## config.mk

```make
export PLATFORM = sky130hd
export DESIGN_NAME = serial_audio_route_select
export DESIGN_NICKNAME = d
export VERILOG_FILES = /design/src/route_select_pkg.sv /design/src/mclk_div_if.sv /design/src/mclk_divider.sv /design/src/serial_audio_route_select.sv
export SDC_FILE = /design/constraint.sdc
export NUM_CORES = 1
export LEC_CHECK = 0
export BUFFER_PORTS_ARGS = -buffer_cell sky130_fd_sc_hd__buf_2
export CELL_PAD_IN_SITES_DETAIL_PLACEMENT = 0
export CELL_PAD_IN_SITES_GLOBAL_PLACEMENT = 1
export CORE_MARGIN = 1
export CORE_UTILIZATION = 42
export DETAILED_ROUTE_END_ITERATION = 16
export HOLD_SLACK_MARGIN = 0.05
export PLACE_DENSITY = 0.92
export SYNTH_ARGS = -nofsm -noshare
export SYNTH_HDL_FRONTEND = slang
export SYNTH_HIERARCHICAL = 1
export SYNTH_SLANG_ARGS = --single-unit
```

## constraint.sdc

```tcl
create_clock -name clk_sys_i -period 8.8 [get_ports clk_sys_i]
set_clock_uncertainty 0.2 [all_clocks]
set_input_delay 2.64 -clock clk_sys_i [delete_from_list [all_inputs] [get_ports clk_sys_i]]
set_output_delay 2.64 -clock clk_sys_i [all_outputs]
set_load 0.01 [all_outputs]
```

## src/route_select_pkg.sv

```systemverilog
// Constants shared by the serial audio route selector and its clock divider.
// Assumes one 20 MHz system clock and APB register access with 32-bit data.
`default_nettype none
package route_select_pkg;
  // Register byte offsets
  localparam logic [7:0] OFS_CTRL = 8'h00;
  localparam logic [7:0] OFS_FMT = 8'h04;
  localparam logic [7:0] OFS_STAT = 8'h08;
  // Control register fields
  localparam int CTRL_SRC_BIT = 0;
  localparam int CTRL_ROUTE_LSB = 1;
  localparam int CTRL_DIV_LSB = 4;
  localparam logic [31:0] FMT_RST = 32'h0000_0001;
  // Route select codes
  localparam logic [2:0] ROUTE_A_TO_IN_A = 3'h0;
  localparam logic [2:0] ROUTE_A_TO_IN_B = 3'h1;
  localparam logic [2:0] ROUTE_A_TO_IN_C = 3'h2;
  localparam logic [2:0] ROUTE_A_TO_ALL = 3'h3;
  localparam logic [2:0] ROUTE_B_TO_ALL = 3'h4;
  localparam logic [2:0] ROUTE_HEADER = 3'h7;
  // Master clock divider selects and ratios
  localparam logic [1:0] DIV_SEL_BY2 = 2'h0;
  localparam logic [1:0] DIV_SEL_RSVD = 2'h1;
  localparam logic [1:0] DIV_SEL_BY3 = 2'h2;
  localparam logic [1:0] DIV_SEL_BY4 = 2'h3;
  localparam logic [2:0] DIV_BY2 = 3'h2;
  localparam logic [2:0] DIV_BY3 = 3'h3;
  localparam logic [2:0] DIV_BY4 = 3'h4;
  // Port mode byte fields
  localparam int MB_DCK_LSB = 6;
  localparam int MB_PM_LSB = 4;
  localparam int MB_EDGE_BIT = 3;
  localparam logic [1:0] DCK_128 = 2'h0;
  localparam logic [1:0] DCK_48 = 2'h1;
  localparam logic [1:0] DCK_32 = 2'h2;
  localparam logic [1:0] DCK_64 = 2'h3;
  localparam logic [7:0] BCLK_128 = 8'h80;
  localparam logic [7:0] BCLK_48 = 8'h30;
  localparam logic [7:0] BCLK_32 = 8'h20;
  localparam logic [7:0] BCLK_64 = 8'h40;
  localparam logic [1:0] PM_SLAVE = 2'h0;
  localparam logic [1:0] PM_BURST = 2'h1;
  localparam logic [1:0] PM_NONBURST = 2'h2;
  localparam logic [2:0] DDF_RJ18 = 3'h1;
  localparam logic [2:0] DDF_RJ16 = 3'h2;
  localparam logic [2:0] DDF_LJ20 = 3'h3;
  localparam logic [2:0] DDF_I2S = 3'h4;
  localparam logic [1:0] WL_16 = 2'h0;
  localparam logic [1:0] WL_18 = 2'h1;
  localparam logic [1:0] WL_20 = 2'h2;
  // Status register fields
  localparam int ST_EDGE = 0;
  localparam int ST_JUST = 1;
  localparam int ST_WL_LSB = 2;
  localparam int ST_I2S = 4;
  localparam int ST_VALID = 5;
  localparam int ST_PM_LSB = 6;
  localparam int ST_BCLK_LSB = 8;
  // Synchroniser bit positions
  localparam int SY_OUT_A = 0;
  localparam int SY_OUT_B = 1;
  localparam int SY_HDR_LSB = 2;
  localparam int SY_CODEC_CLOCK_OUT = 5;
  localparam int SY_SCLK = 6;
  localparam int SY_LRCK = 7;
  localparam int SYNC_W = 8;
endpackage
`default_nettype wire

```

## src/mclk_div_if.sv

```systemverilog
// Carrier between the route selector and its master clock divider.
// Assumes both ends run on the system clock.
`default_nettype none
interface mclk_div_if;
  logic [1:0] sel;
  logic src_edge;
  logic mclk;
  modport ctl (output sel, output src_edge, input mclk);
  modport div (input sel, input src_edge, output mclk);
endinterface
`default_nettype wire

```

## src/mclk_divider.sv

```systemverilog
// Divides the sampled codec clock output down to the transmitter master clock.
// Assumes src_edge is a one-cycle pulse per rising edge of the codec clock.
`default_nettype none
module mclk_divider
  import route_select_pkg::*;
(
  // Clock and reset
  input wire logic clk_sys_i,
  input wire logic rstn_i,
  // Divider link
  mclk_div_if.div dif
);
  typedef struct packed {
    logic [2:0] cnt;
    logic mclk;
  } div_state_t;

  div_state_t st_ff;
  div_state_t nxt_st;
  logic [2:0] len;

  always_comb begin
    nxt_st = st_ff;
    len = DIV_BY2;
    unique case (dif.sel)
      DIV_SEL_BY2: len = DIV_BY2;
      DIV_SEL_BY3: len = DIV_BY3;
      DIV_SEL_BY4: len = DIV_BY4;
      DIV_SEL_RSVD: len = 3'h0;
    endcase
    if (len == 3'h0) begin
      // Reserved select parks the clock low
      nxt_st = '0;
    end else if (dif.src_edge) begin
      nxt_st.cnt = (st_ff.cnt + 3'h1 >= len) ? 3'h0 : st_ff.cnt + 3'h1;
      nxt_st.mclk = (nxt_st.cnt < (len >> 1));
    end else if (st_ff.cnt >= len) begin
      // Select shrank under a running count
      nxt_st.cnt = 3'h0;
    end
  end

  always_ff @(posedge clk_sys_i or negedge rstn_i) begin
    if (!rstn_i) begin
      st_ff <= '0;
    end else begin
      st_ff <= nxt_st;
    end
  end

  assign dif.mclk = st_ff.mclk;
endmodule
`default_nettype wire

```

## src/serial_audio_route_select.sv

```systemverilog
// Serial audio routing between a multichannel codec, a DSP header and a
// digital audio transmitter, with format straps and master clock division.
// Assumes APB register access on clk_sys_i; all audio pins are asynchronous.
//
// Functional notes
// - Transmitter data comes from codec output A when source select 0, else B.
// - Route 000 feeds codec input A from output A; inputs B, C zero.
// - Route 001 feeds codec input B from output A; inputs A, C zero.
// - Route 010 feeds codec input C from output A; inputs A, B zero.
// - Route 011 feeds all three codec inputs from codec output A.
// - Route 100 feeds all three codec inputs from codec output B.
// - Route 111 passes the three header data lines to the codec inputs.
// - I2S select is one exactly for data format code 4.
// - Edge select one for rising-edge formats, zero for falling-edge formats.
// - Right-justified 18-bit formats use justify 0 and word length 01.
// - Right-justified 16-bit formats use justify 0 and word length 00.
// - Left-justified 20-in 24-out formats use justify 1 and length 10.
// - I2S formats ignore justify and word length; they are driven zero.
// - Ratio codes 00, 01, 11 give 128, 48, 64 bit clocks; 01 is not valid in nonburst mode.
// - Ratio code 10 gives 32 bit clocks and forces 16-bit words.
// - Codec clock divided by 2, 3 or 4 per select; 01 reserved.
//
// Decided for this implementation: register access over APB and the placing of the registers.
`default_nettype none
module serial_audio_route_select
  import route_select_pkg::*;
(
  // Clock and reset
  input wire logic clk_sys_i,
  input wire logic rstn_i,
  // APB slave
  input wire logic [7:0] paddr_i,
  input wire logic psel_i,
  input wire logic penable_i,
  input wire logic pwrite_i,
  input wire logic [31:0] pwdata_i,
  output logic [31:0] prdata_o,
  output logic pready_o,
  output logic pslverr_o,
  // Codec and header serial pins
  input wire logic codec_serial_out_a_i,
  input wire logic codec_serial_out_b_i,
  input wire logic [2:0] dsp_header_i,
  input wire logic codec_clock_out_i,
  input wire logic codec_bit_clock_i,
  input wire logic codec_frame_clock_i,
  output logic codec_serial_in_a_o,
  output logic codec_serial_in_b_o,
  output logic codec_serial_in_c_o,
  // Transmitter pins
  output logic tx_serial_data_o,
  output logic tx_bit_clock_o,
  output logic tx_frame_clock_o,
  output logic tx_mclk_o,
  output logic tx_edge_select_o,
  output logic tx_justify_select_o,
  output logic tx_word_len_hi_o,
  output logic tx_word_len_lo_o,
  output logic tx_i2s_select_o
);
  typedef struct packed {
    logic edge_sel;
    logic just;
    logic [1:0] wl;
    logic i2s;
    logic valid;
    logic [1:0] pmode;
    logic [7:0] bclk;
  } fmt_t;

  typedef struct packed {
    logic [SYNC_W-1:0] s1;
    logic [SYNC_W-1:0] s2;
    logic clk_prev;
    logic src;
    logic [2:0] route;
    logic [1:0] div_sel;
    logic [7:0] mode;
    logic in_a;
    logic in_b;
    logic in_c;
    logic tx_data;
    logic sclk;
    logic lrck;
    logic mclk;
    fmt_t fmt;
    logic [31:0] rdata;
    logic ready;
    logic slverr;
  } state_t;

  state_t st_ff;
  state_t nxt_st;
  fmt_t fmt_now;
  logic [SYNC_W-1:0] pins;
  logic setup;
  logic wr_take;

  mclk_div_if dif ();

  mclk_divider u_div (
    .clk_sys_i(clk_sys_i),
    .rstn_i(rstn_i),
    .dif(dif)
  );

  // Decode the codec port mode byte into transmitter straps
  function automatic fmt_t decode_fmt(input logic [7:0] mb);
    fmt_t f;
    logic [1:0] dck;
    logic [2:0] ddf;
    f = '0;
    dck = mb[MB_DCK_LSB +: 2];
    ddf = mb[2:0];
    f.pmode = mb[MB_PM_LSB +: 2];
    f.edge_sel = !mb[MB_EDGE_BIT];
    f.i2s = (ddf == DDF_I2S);
    f.just = (ddf == DDF_LJ20);
    unique case (ddf)
      DDF_RJ18: f.wl = WL_18;
      DDF_LJ20: f.wl = WL_20;
      default: f.wl = WL_16;
    endcase
    unique case (dck)
      DCK_128: f.bclk = BCLK_128;
      DCK_48: f.bclk = BCLK_48;
      DCK_64: f.bclk = BCLK_64;
      DCK_32: f.bclk = BCLK_32;
    endcase
    if (dck == DCK_32) begin
      // Short frames carry only 16-bit words
      f.wl = WL_16;
    end
    // Port mode 3 and nonburst at ratio 01 are undefined
    f.valid = (f.pmode != 2'h3) && (ddf <= DDF_I2S)
      && !(f.pmode == PM_NONBURST && dck == DCK_48)
      && (ddf != 3'h0 || dck == DCK_32);
    return f;
  endfunction

  // Straps of the reset mode byte, a constant so the reset branch loads no logic
  localparam fmt_t RST_FMT = '{edge_sel: 1'b1, just: 1'b0, wl: WL_18, i2s: 1'b0,
    valid: 1'b1, pmode: PM_SLAVE, bclk: BCLK_128};

  assign pins = {codec_frame_clock_i, codec_bit_clock_i, codec_clock_out_i,
                 dsp_header_i, codec_serial_out_b_i, codec_serial_out_a_i};
  assign fmt_now = decode_fmt(st_ff.mode);
  assign setup = psel_i && !penable_i;
  assign wr_take = psel_i && penable_i && st_ff.ready && pwrite_i && !st_ff.slverr;
  assign dif.sel = st_ff.div_sel;
  // Codec clock above half the system rate will lose edges here
  assign dif.src_edge = st_ff.s2[SY_CODEC_CLOCK_OUT] && !st_ff.clk_prev;

  always_comb begin
    nxt_st = st_ff;
    // Two flops on every pin before any logic reads it
    nxt_st.s1 = pins;
    nxt_st.s2 = st_ff.s1;
    nxt_st.clk_prev = st_ff.s2[SY_CODEC_CLOCK_OUT];
    nxt_st.sclk = st_ff.s2[SY_SCLK];
    nxt_st.lrck = st_ff.s2[SY_LRCK];
    nxt_st.mclk = dif.mclk;
    nxt_st.fmt = fmt_now;
    // Transmitter source
    nxt_st.tx_data = st_ff.src ? st_ff.s2[SY_OUT_B] : st_ff.s2[SY_OUT_A];
    // Codec input routing; unlisted codes stay silent
    nxt_st.in_a = 1'b0;
    nxt_st.in_b = 1'b0;
    nxt_st.in_c = 1'b0;
    unique case (st_ff.route)
      ROUTE_A_TO_IN_A: nxt_st.in_a = st_ff.s2[SY_OUT_A];
      ROUTE_A_TO_IN_B: nxt_st.in_b = st_ff.s2[SY_OUT_A];
      ROUTE_A_TO_IN_C: nxt_st.in_c = st_ff.s2[SY_OUT_A];
      ROUTE_A_TO_ALL: begin
        nxt_st.in_a = st_ff.s2[SY_OUT_A];
        nxt_st.in_b = st_ff.s2[SY_OUT_A];
        nxt_st.in_c = st_ff.s2[SY_OUT_A];
      end
      ROUTE_B_TO_ALL: begin
        nxt_st.in_a = st_ff.s2[SY_OUT_B];
        nxt_st.in_b = st_ff.s2[SY_OUT_B];
        nxt_st.in_c = st_ff.s2[SY_OUT_B];
      end
      ROUTE_HEADER: begin
        nxt_st.in_a = st_ff.s2[SY_HDR_LSB];
        nxt_st.in_b = st_ff.s2[SY_HDR_LSB+1];
        nxt_st.in_c = st_ff.s2[SY_HDR_LSB+2];
      end
      default: begin
      end
    endcase
    // APB: answer is prepared in setup so pready comes from a flop
    nxt_st.ready = setup;
    nxt_st.slverr = 1'b0;
    nxt_st.rdata = '0;
    if (setup) begin
      unique case (paddr_i)
        OFS_CTRL: begin
          nxt_st.rdata[CTRL_SRC_BIT] = st_ff.src;
          nxt_st.rdata[CTRL_ROUTE_LSB +: 3] = st_ff.route;
          nxt_st.rdata[CTRL_DIV_LSB +: 2] = st_ff.div_sel;
        end
        OFS_FMT: nxt_st.rdata[7:0] = st_ff.mode;
        OFS_STAT: begin
          nxt_st.rdata[ST_EDGE] = st_ff.fmt.edge_sel;
          nxt_st.rdata[ST_JUST] = st_ff.fmt.just;
          nxt_st.rdata[ST_WL_LSB +: 2] = st_ff.fmt.wl;
          nxt_st.rdata[ST_I2S] = st_ff.fmt.i2s;
          nxt_st.rdata[ST_VALID] = st_ff.fmt.valid;
          nxt_st.rdata[ST_PM_LSB +: 2] = st_ff.fmt.pmode;
          nxt_st.rdata[ST_BCLK_LSB +: 8] = st_ff.fmt.bclk;
        end
        default: nxt_st.slverr = 1'b1;
      endcase
      if (pwrite_i) begin
        nxt_st.rdata = '0;
      end
    end else if (psel_i && penable_i && !st_ff.ready) begin
      // Hold the answer until the access edge takes it
      nxt_st.ready = 1'b1;
      nxt_st.rdata = st_ff.rdata;
      nxt_st.slverr = st_ff.slverr;
    end
    // Writes land only at the access edge; status is read only
    if (wr_take && paddr_i == OFS_CTRL) begin
      nxt_st.src = pwdata_i[CTRL_SRC_BIT];
      nxt_st.route = pwdata_i[CTRL_ROUTE_LSB +: 3];
      nxt_st.div_sel = pwdata_i[CTRL_DIV_LSB +: 2];
    end
    if (wr_take && paddr_i == OFS_FMT) begin
      nxt_st.mode = pwdata_i[7:0];
    end
  end

  always_ff @(posedge clk_sys_i or negedge rstn_i) begin
    if (!rstn_i) begin
      st_ff <= '0;
      st_ff.mode <= FMT_RST[7:0];
      st_ff.fmt <= RST_FMT;
    end else begin
      st_ff <= nxt_st;
    end
  end

  assign prdata_o = st_ff.rdata;
  assign pready_o = st_ff.ready;
  assign pslverr_o = st_ff.slverr;
  assign codec_serial_in_a_o = st_ff.in_a;
  assign codec_serial_in_b_o = st_ff.in_b;
  assign codec_serial_in_c_o = st_ff.in_c;
  assign tx_serial_data_o = st_ff.tx_data;
  assign tx_bit_clock_o = st_ff.sclk;
  assign tx_frame_clock_o = st_ff.lrck;
  assign tx_mclk_o = st_ff.mclk;
  assign tx_edge_select_o = st_ff.fmt.edge_sel;
  assign tx_justify_select_o = st_ff.fmt.just;
  assign tx_word_len_hi_o = st_ff.fmt.wl[1];
  assign tx_word_len_lo_o = st_ff.fmt.wl[0];
  assign tx_i2s_select_o = st_ff.fmt.i2s;
endmodule
`default_nettype wire

```

=== After elaboration in Yosys (flattened, before gate mapping) ===
Index checks and enable logic that the tools add are counted.
Widths: inputs -> output; s select.

* Register bits after elaboration: 92
* Input port bits: 53
* Output and inout port bits: 46
* Word-level logic and storage cells: 104

* $add $sub $neg: 1
* $lt $le $gt $ge: 4
* Equal/unequal tests: 19
* Mux-type cells: 22
* Reductions and logical operators: 32

{| class="wikitable"
|+ Operators by type and width
! kind !! count
|-
| $mux 34 || 1
|-
| $mux 32 || 1
|-
| $pmux 8 s4 || 1
|-
| $pmux 6 s3 || 1
|-
| $mux 16 || 1
|-
| $logic_and 1x1->1 || 13
|-
| $pmux 3 s4 || 1
|-
| $eq 2x2->1 const B || 5
|-
| $eq 3x2->1 const B || 3
|-
| $eq 3x3->1 const B || 3
|-
| $mux 3 || 3
|-
| $pmux 1 s3 || 3
|-
| $eq 8x3->1 const B || 1
|-
| $eq 8x4->1 const B || 1
|-
| $logic_not 8->1 || 1
|-
| $mux 8 || 1
|-
| $pmux 2 s2 || 2
|-
| $eq 3x1->1 const B || 2
|-
| $ge 3x3->1 || 2
|-
| $logic_not 1->1 || 6
|-
| $logic_not 3->1 || 2
|-
| $reduce_bool 3->1 || 2
|-
| $reduce_or 2->1 || 3
|-
| $mux 1 || 5
|-
| 11 further kinds || 14
|}

=== Depth between registers and ports, before layout ===
Gate-level depths: netlist (run 1).

* Depth in word-level cells: 7
* Mapped depth: 11

=== Cells and area by module ===
Netlist (run 1), hierarchy kept.

{| class="wikitable"
|+ By module, submodules not included
! module !! times used !! cells an instance !! area each (um^2) !! sequential area each (um^2)
|-
| serial_audio_route_select || 1 || 194 || 2,641.3 || 1,607.8
|-
| mclk_divider || 1 || 32 || 332.8 || 100.1
|}

=== Worst setup path after synthesis (run 1) ===
No wires, ideal clock.

* Kind: input-to-reg
* Start: input port paddr_i[1]
* End: register st_ff, in the netlist fmt_now[8]
* Library setup time: 0.125 ns
* Data arrival time: 4.040 ns
* Slack: 4.436 ns
* Stages on the path: 3
* Cell sequence: or4_4 nor4_4 mux2_2

* Cells in the longest elaborated chain, start to end: 2

{| class="wikitable"
|+ RTL lines
! element !! RTL line !! RTL
|-
| start, declared || serial_audio_route_select.sv:32 || <nowiki>input wire logic [7:0] paddr_i,</nowiki>
|-
| $eq 8x3->1 || serial_audio_route_select.sv:230 || <nowiki>if (wr_take && paddr_i == OFS_FMT) begin</nowiki>
|-
| $logic_and 1x1->1 || serial_audio_route_select.sv:230 ||
|-
| end signal, assigned || serial_audio_route_select.sv:241 || <nowiki>st_ff <= nxt_st;</nowiki>
|-
| end, declared || serial_audio_route_select.sv:92 || <nowiki>state_t st_ff;</nowiki>
|}

Every way passes these cells.
A chain may end at the register's enable or synchronous reset.

=== Final worst setup path (run 1) ===
Ends and elaborated chain as after synthesis.

==> flow_summary.html, run 1 <==
<table>
<tr><th>Metric</th><th>Value</th></tr>
<tr><th colspan="2">Run status</th></tr>
<tr><td>Result of the run</td><td>finished, final reports clean</td></tr>
<tr><th colspan="2">Final layout</th></tr>
<tr><td>FILL cells</td><td>611</td></tr>
<tr><td>Most common cell after layout, fill and taps aside</td><td>dfrtp_1</td></tr>
<tr><td>Most frequent cells in the layout</td><td>63 x dfrtp_1, 54 x buf_2, 20 x conb_1, 15 x mux2_2</td></tr>
<tr><td>Synth-to-layout area growth</td><td>14.6%</td></tr>
<tr><td>Total Nets Final</td><td>335</td></tr>
<tr><td>Cell Count, Final, Fillers Out</td><td>375</td></tr>
<tr><td>Number of inserted diodes</td><td>0</td></tr>
<tr><td>Share of layout cells above drive strength 1</td><td>0.355</td></tr>
<tr><th colspan="2">Worst setup path</th></tr>
<tr><td>Data arrival time of the critical path</td><td>4.35 ns</td></tr>
<tr><td>Startpoint type of the worst setup path</td><td>primary input</td></tr>
<tr><td>Capture point of the worst reg-to-reg path</td><td>u_div/dif.mclk</td></tr>
<tr><td>Cell-by-cell trace of the critical path</td><td>buf_2 -&gt; or4_4 -&gt; nor4_4 -&gt; mux2_2</td></tr>
<tr><td>Depth of the most critical reg-to-reg path</td><td>11</td></tr>
<tr><td>Kind of critical path</td><td>primary input to flip-flop</td></tr>
<tr><td>Cell with the biggest individual delay on the critical path</td><td>nor4_4</td></tr>
<tr><td>Kind of end point of the critical path</td><td>flip-flop</td></tr>
<tr><td>Critical-path maximum fanout</td><td>8</td></tr>
<tr><td>Reg2Reg Launch Point</td><td>u_div/st_ff[1]</td></tr>
<tr><td>Worst stage delay on the critical path</td><td>0.61 ns</td></tr>
<tr><td>Flop-to-flop setup slack</td><td>5.50 ns</td></tr>
<tr><td>Required time at the endpoint of the critical path</td><td>8.83 ns</td></tr>
<tr><th colspan="2">GRT</th></tr>
<tr><td>Total global routing overflow</td><td>0</td></tr>
<tr><td>Vias in the first global route</td><td>1723</td></tr>
<tr><td>Antenna violations before repair</td><td>0</td></tr>
<tr><td>Pin count of the biggest net entering global routing</td><td>69</td></tr>
<tr><td>GRT Util Overall</td><td>0.154</td></tr>
<tr><td>Global-route wire length before repair</td><td>8.43 mm</td></tr>
<tr><th colspan="2">STA</th></tr>
<tr><td>Unrepaired setup endpoints after global routing</td><td>no</td></tr>
<tr><td>Setup TNS</td><td>0 ns</td></tr>
<tr><td>Number of endpoints failing setup at the final stage</td><td>0</td></tr>
<tr><td>Slew HR</td><td>0.439</td></tr>
<tr><td>Tcrit/Tclk final</td><td>0.491</td></tr>
<tr><td>Maximum clock frequency</td><td>0.232 GHz</td></tr>
<tr><td>Max-slew violation count</td><td>0</td></tr>
<tr><td>Min Clock Period, post-route</td><td>4.32 ns</td></tr>
<tr><td>Number of hold-slack violations in the final timing report</td><td>0</td></tr>
<tr><td>Pin slew with the least headroom to its limit</td><td>0.839 ns</td></tr>
<tr><th colspan="2">Detailed routing</th></tr>
<tr><td>DR iter-0 viols</td><td>85</td></tr>
<tr><td>Met2 routed WL</td><td>2.36 mm</td></tr>
<tr><td>Via-to-Cell Ratio</td><td>4.78</td></tr>
<tr><td>Average wire per cell in the routed design</td><td>13.8 um</td></tr>
<tr><td>Top layer used by detailed routing</td><td>met4</td></tr>
<tr><td>Total via count after detailed routing</td><td>1792</td></tr>
<tr><td>First-pass iteration count of the detailed router</td><td>4</td></tr>
<tr><td>Final antenna-violating net count</td><td>0</td></tr>
<tr><td>Remaining DRCs</td><td>0</td></tr>
<tr><td>Routed length on met1</td><td>2.43 mm</td></tr>
<tr><td>Post-detailed-routing wire length</td><td>5.17 mm</td></tr>
<tr><td>Amount of wire on met3 after detailed routing</td><td>248 um</td></tr>
<tr><th colspan="2">Logic synthesis</th></tr>
<tr><td>Count of unique library cells instantiated by Yosys</td><td>42</td></tr>
<tr><td>Asr flop ratio synth</td><td>1.00</td></tr>
<tr><td>Seq/Total Area, Yosys</td><td>0.574</td></tr>
<tr><td>Dominant synthesized flop cell</td><td>dfrtp_1</td></tr>
<tr><td>Count of flip-flops with a built-in enable after synthesis</td><td>0</td></tr>
<tr><td>Yosys reg bits</td><td>68</td></tr>
<tr><td>Post-synthesis instance total</td><td>226</td></tr>
<tr><td>Synthesized cell area</td><td>2970 um^2</td></tr>
<tr><td>Warning count from the yosys run</td><td>6</td></tr>
<tr><td>Average size of a mapped cell</td><td>13.2 um^2</td></tr>
<tr><th colspan="2">Placed design</th></tr>
<tr><td>Placed Cells incl. Taps</td><td>359</td></tr>
<tr><td>Routability Congestion</td><td>0.778</td></tr>
<tr><td>Port-buffer cells</td><td>54</td></tr>
<tr><td>Total half-perimeter wirelength after legalization and detailed placement</td><td>3.71 mm</td></tr>
<tr><th colspan="2">Clock network</th></tr>
<tr><td>Total CTS buffers</td><td>9</td></tr>
<tr><td>Number of levels in the clock H-tree</td><td>3</td></tr>
<tr><td>Number of resized instances in the post-cts repair step</td><td>0</td></tr>
<tr><td>Clock Tree Buf Depth</td><td>2</td></tr>
<tr><td>CTS Hold Bufs</td><td>0</td></tr>
<tr><td>Clock slew at reported path FFs</td><td>0.07 ns</td></tr>
<tr><td>TritonCTS clock tree</td><td>built</td></tr>
<tr><td>Worst-Skew Late Latency</td><td>0.34 ns</td></tr>
<tr><td>Buffer cell driving the clock tree root</td><td>clkbuf_8</td></tr>
<tr><td>Number of buffers inserted to repair setup after CTS</td><td>0</td></tr>
<tr><td>Clock sink total</td><td>68</td></tr>
<tr><th colspan="2">Floorplanning</th></tr>
<tr><td>Starting density of the core</td><td>0.435</td></tr>
<tr><td>Site Rows</td><td>30</td></tr>
<tr><td>Floorplan core area</td><td>6830 um^2</td></tr>
<tr><td>Die height</td><td>86.2 um</td></tr>
<tr><td>Total Die Area</td><td>7420 um^2</td></tr>
<tr><td>Number of top-level pins</td><td>99</td></tr>
<tr><td>Die width</td><td>86.2 um</td></tr>
<tr><th colspan="2">Pwr</th></tr>
<tr><td>Total power</td><td>747 uW</td></tr>
<tr><td>Leakage power summed over all cells</td><td>0.00171 uW</td></tr>
<tr><td>Power density relative to cell area</td><td>219 nW/um^2</td></tr>
<tr><td>Peak supply drop</td><td>0.000110 V</td></tr>
<tr><th colspan="2">Min path</th></tr>
<tr><td>Hold path endpoint</td><td>tx_bit_clock_o</td></tr>
<tr><td>Worst Hold Class</td><td>flip-flop to flip-flop</td></tr>
<tr><td>Hold path startpoint</td><td>nxt_st[52]</td></tr>
<tr><td>Number of cells on the worst hold path</td><td>0</td></tr>
<tr><th colspan="2">Flow run</th></tr>
<tr><td>Number of max-cap violations</td><td>0</td></tr>
</table>
[cells in the mapped netlist (2+ instances only)]
master / n / area [um^2]
and2_4: 2 / 17.5
mux2_2: 15 / 169
o21ai_0: 6 / 30.0
a21oi_1: 4 / 20.0
nor4b_1: 2 / 17.5
nor2_1: 4 / 15.0
inv_1: 5 / 18.8
buf_4: 32 / 240
nor4_4: 2 / 42.5
clkbuf_1: 5 / 18.8
nand2_1: 10 / 37.5
or2_2: 2 / 12.5
nor2b_1: 6 / 37.5
o2bb2ai_1: 6 / 52.6
a32o_1: 6 / 60.1
mux2i_1: 6 / 60.1
a21o_1: 2 / 15.0
nor3b_1: 2 / 15.0
dfstp_2: 5 / 131
ha_1: 8 / 100
a22o_1: 5 / 43.8
a2bb2oi_1: 6 / 52.6
and3_1: 4 / 25.0
dfrtp_1: 63 / 1580
[cells by family (layout without fill, tap and decap cells)]
kind of cell | after synthesis | after routing | share of synthesized area
AND/OR/NAND/NOR | 46 | 46 | 0.106
flip-flops | 68 | 68 | 0.574
multiplexers | 21 | 21 | 0.0770
other | 1 | 20 | 0.00126
AO/OA/AOI/OAI | 40 | 40 | 0.114
adder cells (fa/ha/maj) | 8 | 8 | 0.0337
buffers and inverters | 42 | 76 | 0.0934
[flip-flops by register name (all words and copies together), names as in the netlist, 2 cells and up]
signal	cells
fmt_now	2
u_div/st_ff	3
prdata_o	12
st_ff	23
nxt_st	11
dif.sel	2
[area by class of cell]
type,count,area (um^2),share of cell area
Tap cell,96,120,0.0352
Clock buffer,11,141,0.0415
Sequential cell,68,1710,0.501
Clock inverter,5,83.8,0.0246
Multi-Input combinational cell,135,1060,0.311
Timing Repair Buffer,55,278,0.0815
Inverter,5,18.8,0.00550
[metal layers]
metal | vias up | track usage
met2 | 58 | 0.227
met1 | 866 | 0.202
met5 | - | 0
met4 | 0 | 0.0909
met3 | 9 | 0.0433
li1 | 859 | -
[critical path, delay by kind of cell]
family,cells,cell delay (ns)
multiplexers,1,0.41
buffers and inverters,1,0.11
AND/OR/NAND/NOR,2,1.18
[worst max path at each step]
stage,start,endpoint,slack [ns],depth (start not counted)
after global placement,paddr_i[1],fmt_now[9],4.14,4
final,paddr_i[1],fmt_now[8],4.48,4
after CTS,paddr_i[1],fmt_now[8],4.48,4
after detailed placement,paddr_i[1],fmt_now[8],4.12,4
after global routing,paddr_i[1],st_ff[60],4.44,4
after floorplan,paddr_i[1],fmt_now[8],4.44,3
[metrics by stage]
stage | utilization | setup slack [ns] | hold WS, ns | instance area [um^2]
after global placement | 0.466 | 4.14 | 0.133 | 3180
after CTS | 0.499 | 4.48 | 0.152 | 3410
after detailed placement | 0.466 | 4.12 | 0.136 | 3180
after floorplan | - | 4.44 | 0.131 | 3050
final | 0.499 | 4.48 | 0.149 | 3410
after global routing | 0.499 | 4.44 | 0.157 | 3410
[where the power goes]
part           internal (uW)  switching (uW)
logic                   59.7            61.8
registers                328            10.2
clock network            168             119
Power figures use the tool's default switching activity.
==> inputs of run 2 (changes only) <==
--- a/config.mk
+++ b/config.mk
@@ -9,10 +9,10 @@
 export CELL_PAD_IN_SITES_DETAIL_PLACEMENT = 0
 export CELL_PAD_IN_SITES_GLOBAL_PLACEMENT = 1
 export CORE_MARGIN = 1
-export CORE_UTILIZATION = 42
+export CORE_UTILIZATION = 39
 export DETAILED_ROUTE_END_ITERATION = 16
 export HOLD_SLACK_MARGIN = 0.05
-export PLACE_DENSITY = 0.92
+export PLACE_DENSITY = 0.87
 export SYNTH_ARGS = -nofsm -noshare
 export SYNTH_HDL_FRONTEND = slang
 export SYNTH_HIERARCHICAL = 1
==> constraint.sdc (replaced) <==
create_clock -name clk_sys_i -period 4.2 [get_ports clk_sys_i]
set_clock_uncertainty 0.2 [all_clocks]
set_input_delay 1.26 -clock clk_sys_i [delete_from_list [all_inputs] [get_ports clk_sys_i]]
set_output_delay 1.26 -clock clk_sys_i [all_outputs]
set_load 0.01 [all_outputs]
==> run 2 against run 1 <==
Compared with the run above: sequential share of layout area is 0.15 points lower; critical endpoint is now u_div/dif.mclk; highest routed layer unchanged; combinational power up 110%; routed wire length up 0.27%; critical path type is now flip-flop to flip-flop.
==> flow_summary.html, run 2 (synthesis gave the netlist of run 1 again) <==
<table>
<tr><th>Metric</th><th>Value</th></tr>
<tr><th colspan="2">Worst setup path</th></tr>
<tr><td>Depth of the most critical reg-to-reg path</td><td>11 (unchanged)</td></tr>
<tr><td>Cell with the biggest individual delay on the critical path</td><td>dfrtp_1</td></tr>
<tr><td>Critical-path maximum fanout</td><td>6 (-2)</td></tr>
<tr><td>Cell-by-cell trace of the critical path</td><td>ha_1 -&gt; nor2b_1 -&gt; or2_2 -&gt; ha_1 -&gt; and2_4 -&gt; a221oi_4 -&gt; and2_4 -&gt; ha_1 -&gt; nor4b_1 -&gt; a2111oi_2 -&gt; a32o_1</td></tr>
<tr><td>Reg2Reg Launch Point</td><td>u_div/st_ff[1]</td></tr>
<tr><td>Flop-to-flop setup slack</td><td>0.88 ns (-4.62 ns)</td></tr>
<tr><td>Cell type with the highest occurrence count on the critical path</td><td>ha_1</td></tr>
<tr><td>Startpoint type of the worst setup path</td><td>flip-flop</td></tr>
<tr><td>Kind of end point of the critical path</td><td>flip-flop</td></tr>
<tr><td>Critical path launch point</td><td>u_div/st_ff[1]</td></tr>
<tr><td>Required time at the endpoint of the critical path</td><td>4.27 ns (-4.56 ns)</td></tr>
<tr><td>Kind of critical path</td><td>flip-flop to flip-flop</td></tr>
<tr><td>Data arrival time of the critical path</td><td>3.39 ns (-0.96 ns)</td></tr>
<tr><td>Capture point of the worst reg-to-reg path</td><td>u_div/dif.mclk</td></tr>
<tr><td>Worst stage delay on the critical path</td><td>0.44 ns (-0.17 ns)</td></tr>
<tr><th colspan="2">STA</th></tr>
<tr><td>Unrepaired setup endpoints after global routing</td><td>no</td></tr>
<tr><td>Pin slew with the least headroom to its limit</td><td>0.826 ns (-0.0128 ns)</td></tr>
<tr><td>Number of endpoints failing setup at the final stage</td><td>0 (unchanged)</td></tr>
<tr><td>Max-slew violation count</td><td>0 (unchanged)</td></tr>
<tr><td>Min Clock Period, post-route</td><td>3.32 ns</td></tr>
<tr><td>Setup TNS</td><td>0 ns (unchanged)</td></tr>
<tr><td>Maximum clock frequency</td><td>0.301 GHz</td></tr>
<tr><td>Number of hold-slack violations in the final timing report</td><td>0 (unchanged)</td></tr>
<tr><td>Tcrit/Tclk final</td><td>0.790</td></tr>
<tr><td>Least setup slack across all paths after layout</td><td>0.881 ns (-3.60 ns)</td></tr>
<tr><td>Slew HR</td><td>0.447 (+0.00854)</td></tr>
<tr><th colspan="2">GRT</th></tr>
<tr><td>GRT Util Overall</td><td>0.141 (-0.0123)</td></tr>
<tr><td>Total global routing overflow</td><td>0 (unchanged)</td></tr>
<tr><td>Antenna violations before repair</td><td>0 (unchanged)</td></tr>
<tr><td>Global-route wire length before repair</td><td>8.30 mm (-1.6%)</td></tr>
<tr><td>Vias in the first global route</td><td>1728 (+0.29%)</td></tr>
<tr><td>Pin count of the biggest net entering global routing</td><td>48 (-30%)</td></tr>
<tr><th colspan="2">Pwr</th></tr>
<tr><td>Clock share of power</td><td>0.385 (about the same)</td></tr>
<tr><td>Switching power summed over all nets</td><td>407 uW (+110%)</td></tr>
<tr><td>Leakage power summed over all cells</td><td>0.00172 uW (+0.43%)</td></tr>
<tr><td>Peak supply drop</td><td>0.000224 V (+100%)</td></tr>
<tr><td>Cell internal power dissipation</td><td>1170 uW (+110%)</td></tr>
<tr><td>Power density relative to cell area</td><td>461 nW/um^2 (+110%)</td></tr>
<tr><td>Part of the power in registers</td><td>0.449 (-0.004)</td></tr>
<tr><td>Logic gate share of total power</td><td>0.166 (+0.003)</td></tr>
<tr><td>Switching fraction of total power</td><td>0.258 (+0.00279)</td></tr>
<tr><th colspan="2">Floorplanning</th></tr>
<tr><td>Die height</td><td>89.3 um (+3.7%)</td></tr>
<tr><td>Die width</td><td>89.3 um (+3.7%)</td></tr>
<tr><td>Starting density of the core</td><td>0.406 (-0.0296)</td></tr>
<tr><td>Total Die Area</td><td>7980 um^2 (+7.5%)</td></tr>
<tr><td>Floorplan core area</td><td>7330 um^2 (+7.3%)</td></tr>
<tr><td>Site Rows</td><td>31 (+3.3%)</td></tr>
<tr><td>Number of top-level pins</td><td>99 (unchanged)</td></tr>
<tr><th colspan="2">Clock network</th></tr>
<tr><td>TritonCTS clock tree</td><td>built</td></tr>
<tr><td>Buffer cell driving the clock tree root</td><td>clkbuf_8</td></tr>
<tr><td>Number of resized instances in the post-cts repair step</td><td>0 (unchanged)</td></tr>
<tr><td>Total CTS buffers</td><td>9 (unchanged)</td></tr>
<tr><td>Number of buffers inserted to repair setup after CTS</td><td>0 (unchanged)</td></tr>
<tr><td>CTS Hold Bufs</td><td>0 (unchanged)</td></tr>
<tr><td>Worst-Skew Late Latency</td><td>0.33 ns (about the same)</td></tr>
<tr><td>Clock slew at reported path FFs</td><td>0.07 ns (about the same)</td></tr>
<tr><td>Number of levels in the clock H-tree</td><td>3 (unchanged)</td></tr>
<tr><td>Clock sink total</td><td>68 (unchanged)</td></tr>
<tr><td>Clock Tree Buf Depth</td><td>2 (unchanged)</td></tr>
<tr><th colspan="2">Detailed routing</th></tr>
<tr><td>Total via count after detailed routing</td><td>1823 (+1.7%)</td></tr>
<tr><td>First-pass iteration count of the detailed router</td><td>4 (unchanged)</td></tr>
<tr><td>Average wire per cell in the routed design</td><td>13.7 um (-0.52%)</td></tr>
<tr><td>DR iter-0 viols</td><td>90 (+5.9%)</td></tr>
<tr><td>Via-to-Cell Ratio</td><td>4.82 (+0.92%)</td></tr>
<tr><td>Post-detailed-routing wire length</td><td>5.18 mm (+0.27%)</td></tr>
<tr><td>Final antenna-violating net count</td><td>0 (unchanged)</td></tr>
<tr><td>Remaining DRCs</td><td>0 (unchanged)</td></tr>
<tr><th colspan="2">Final layout</th></tr>
<tr><td>Synth-to-layout area growth</td><td>15.0%</td></tr>
<tr><td>Share of layout cells above drive strength 1</td><td>0.358 (+0.00358)</td></tr>
<tr><td>Number of inserted diodes</td><td>0 (unchanged)</td></tr>
<tr><td>Most common cell after layout, fill and taps aside</td><td>dfrtp_1</td></tr>
<tr><td>Register with the most flip-flops</td><td>st_ff</td></tr>
<tr><td>Most frequent cells in the layout</td><td>63 x dfrtp_1, 54 x buf_2, 20 x conb_1, 15 x mux2_2</td></tr>
<tr><td>Total Nets Final</td><td>335 (unchanged)</td></tr>
<tr><td>Number of flip-flops under the largest register name</td><td>23 (unchanged)</td></tr>
<tr><td>Core utilization of the finished layout</td><td>0.466 (-0.0326)</td></tr>
<tr><td>Cell Count, Final, Fillers Out</td><td>378 (+0.80%)</td></tr>
<tr><th colspan="2">Placed design</th></tr>
<tr><td>Post-place setup slack</td><td>0.882 ns (-3.24 ns)</td></tr>
<tr><td>Placed Cells incl. Taps</td><td>362 (+0.84%)</td></tr>
<tr><td>Port-buffer cells</td><td>54 (unchanged)</td></tr>
<tr><td>Routability Congestion</td><td>0.792 (+1.7%)</td></tr>
<tr><td>Total half-perimeter wirelength after legalization and detailed placement</td><td>3.69 mm (-0.58%)</td></tr>
<tr><th colspan="2">Flow run</th></tr>
<tr><td>Number of max-cap violations</td><td>0 (unchanged)</td></tr>
<tr><th colspan="2">Min path</th></tr>
<tr><td>Number of cells on the worst hold path</td><td>0 (unchanged)</td></tr>
<tr><td>Hold path startpoint</td><td>nxt_st[79]</td></tr>
<tr><td>Worst Hold Class</td><td>flip-flop to flip-flop</td></tr>
<tr><td>Hold path endpoint</td><td>nxt_st[51]</td></tr>
<tr><th colspan="2">Run status</th></tr>
<tr><td>Result of the run</td><td>finished, final reports clean</td></tr>
</table>
==> run 2: changes by cell type in the layout (fill, tap and decap cells not counted), sizes merged <==
cell / previous run / this run
inv: 6 / 7
clkbuf: 11 / 10
clkinv: 0 / 1
clkinvlp: 2 / 1
==> run 2: power by group through the flow <==
stage                     clock network (uW)  registers (uW)  logic [uW]
after CTS                                625             708         262
after global placement                     0             721         248
after detailed placement                   0             721         259
after floorplan                            0             721         201
after global routing                     657             712         290
final                                    607             709         261
==> run 2: how the worst max path moves through the flow <==
stage,endpoint,slack [ns],depth (start not counted)
2_1_floorplan,u_div/dif.mclk,1.13,11
3_3_place_gp,st_ff[59],0.92,4
5_1_grt,u_div/dif.mclk,0.73,11
4_1_cts,u_div/dif.mclk,0.86,11
6_report,u_div/dif.mclk,0.88,11
3_5_place_dp,u_div/dif.mclk,0.88,11
==> run 2: critical path, delay by kind of cell, from the launching register on <==
family	cells	cell delay, ns
AND/OR/NAND/NOR	5	0.99
flip-flops	1	0.44
AO/OA/AOI/OAI	3	0.79
adder cells (fa/ha/maj)	3	0.83
==> run 2: per-layer routing <==
layer  GRT usage  part of all wire
met4      0.0476            0.0089
met1       0.173              0.45
met3      0.0582             0.065
met5           0                 0
met2       0.228              0.47
==> run 2: stage by stage <==
step	cell area, um^2	total power [uW]	hold WS [ns]
2_1_floorplan	3050	922	0.131
3_3_place_gp	3190	969	0.133
3_5_place_dp	3190	981	0.136
4_1_cts	3420	1600	0.152
5_1_grt	3420	1660	0.153
6_report	3420	1580	0.150
==> run 2: layout make-up <==
class / count / area (um^2)
clock inverters: 6 / 93.8
flip-flops and latches: 68 / 1710
well taps: 99 / 124
multi-input cells: 135 / 1060
clock buffers: 10 / 138
inverters: 5 / 18.8
repair buffers: 55 / 278
fillers: 682 / 3910
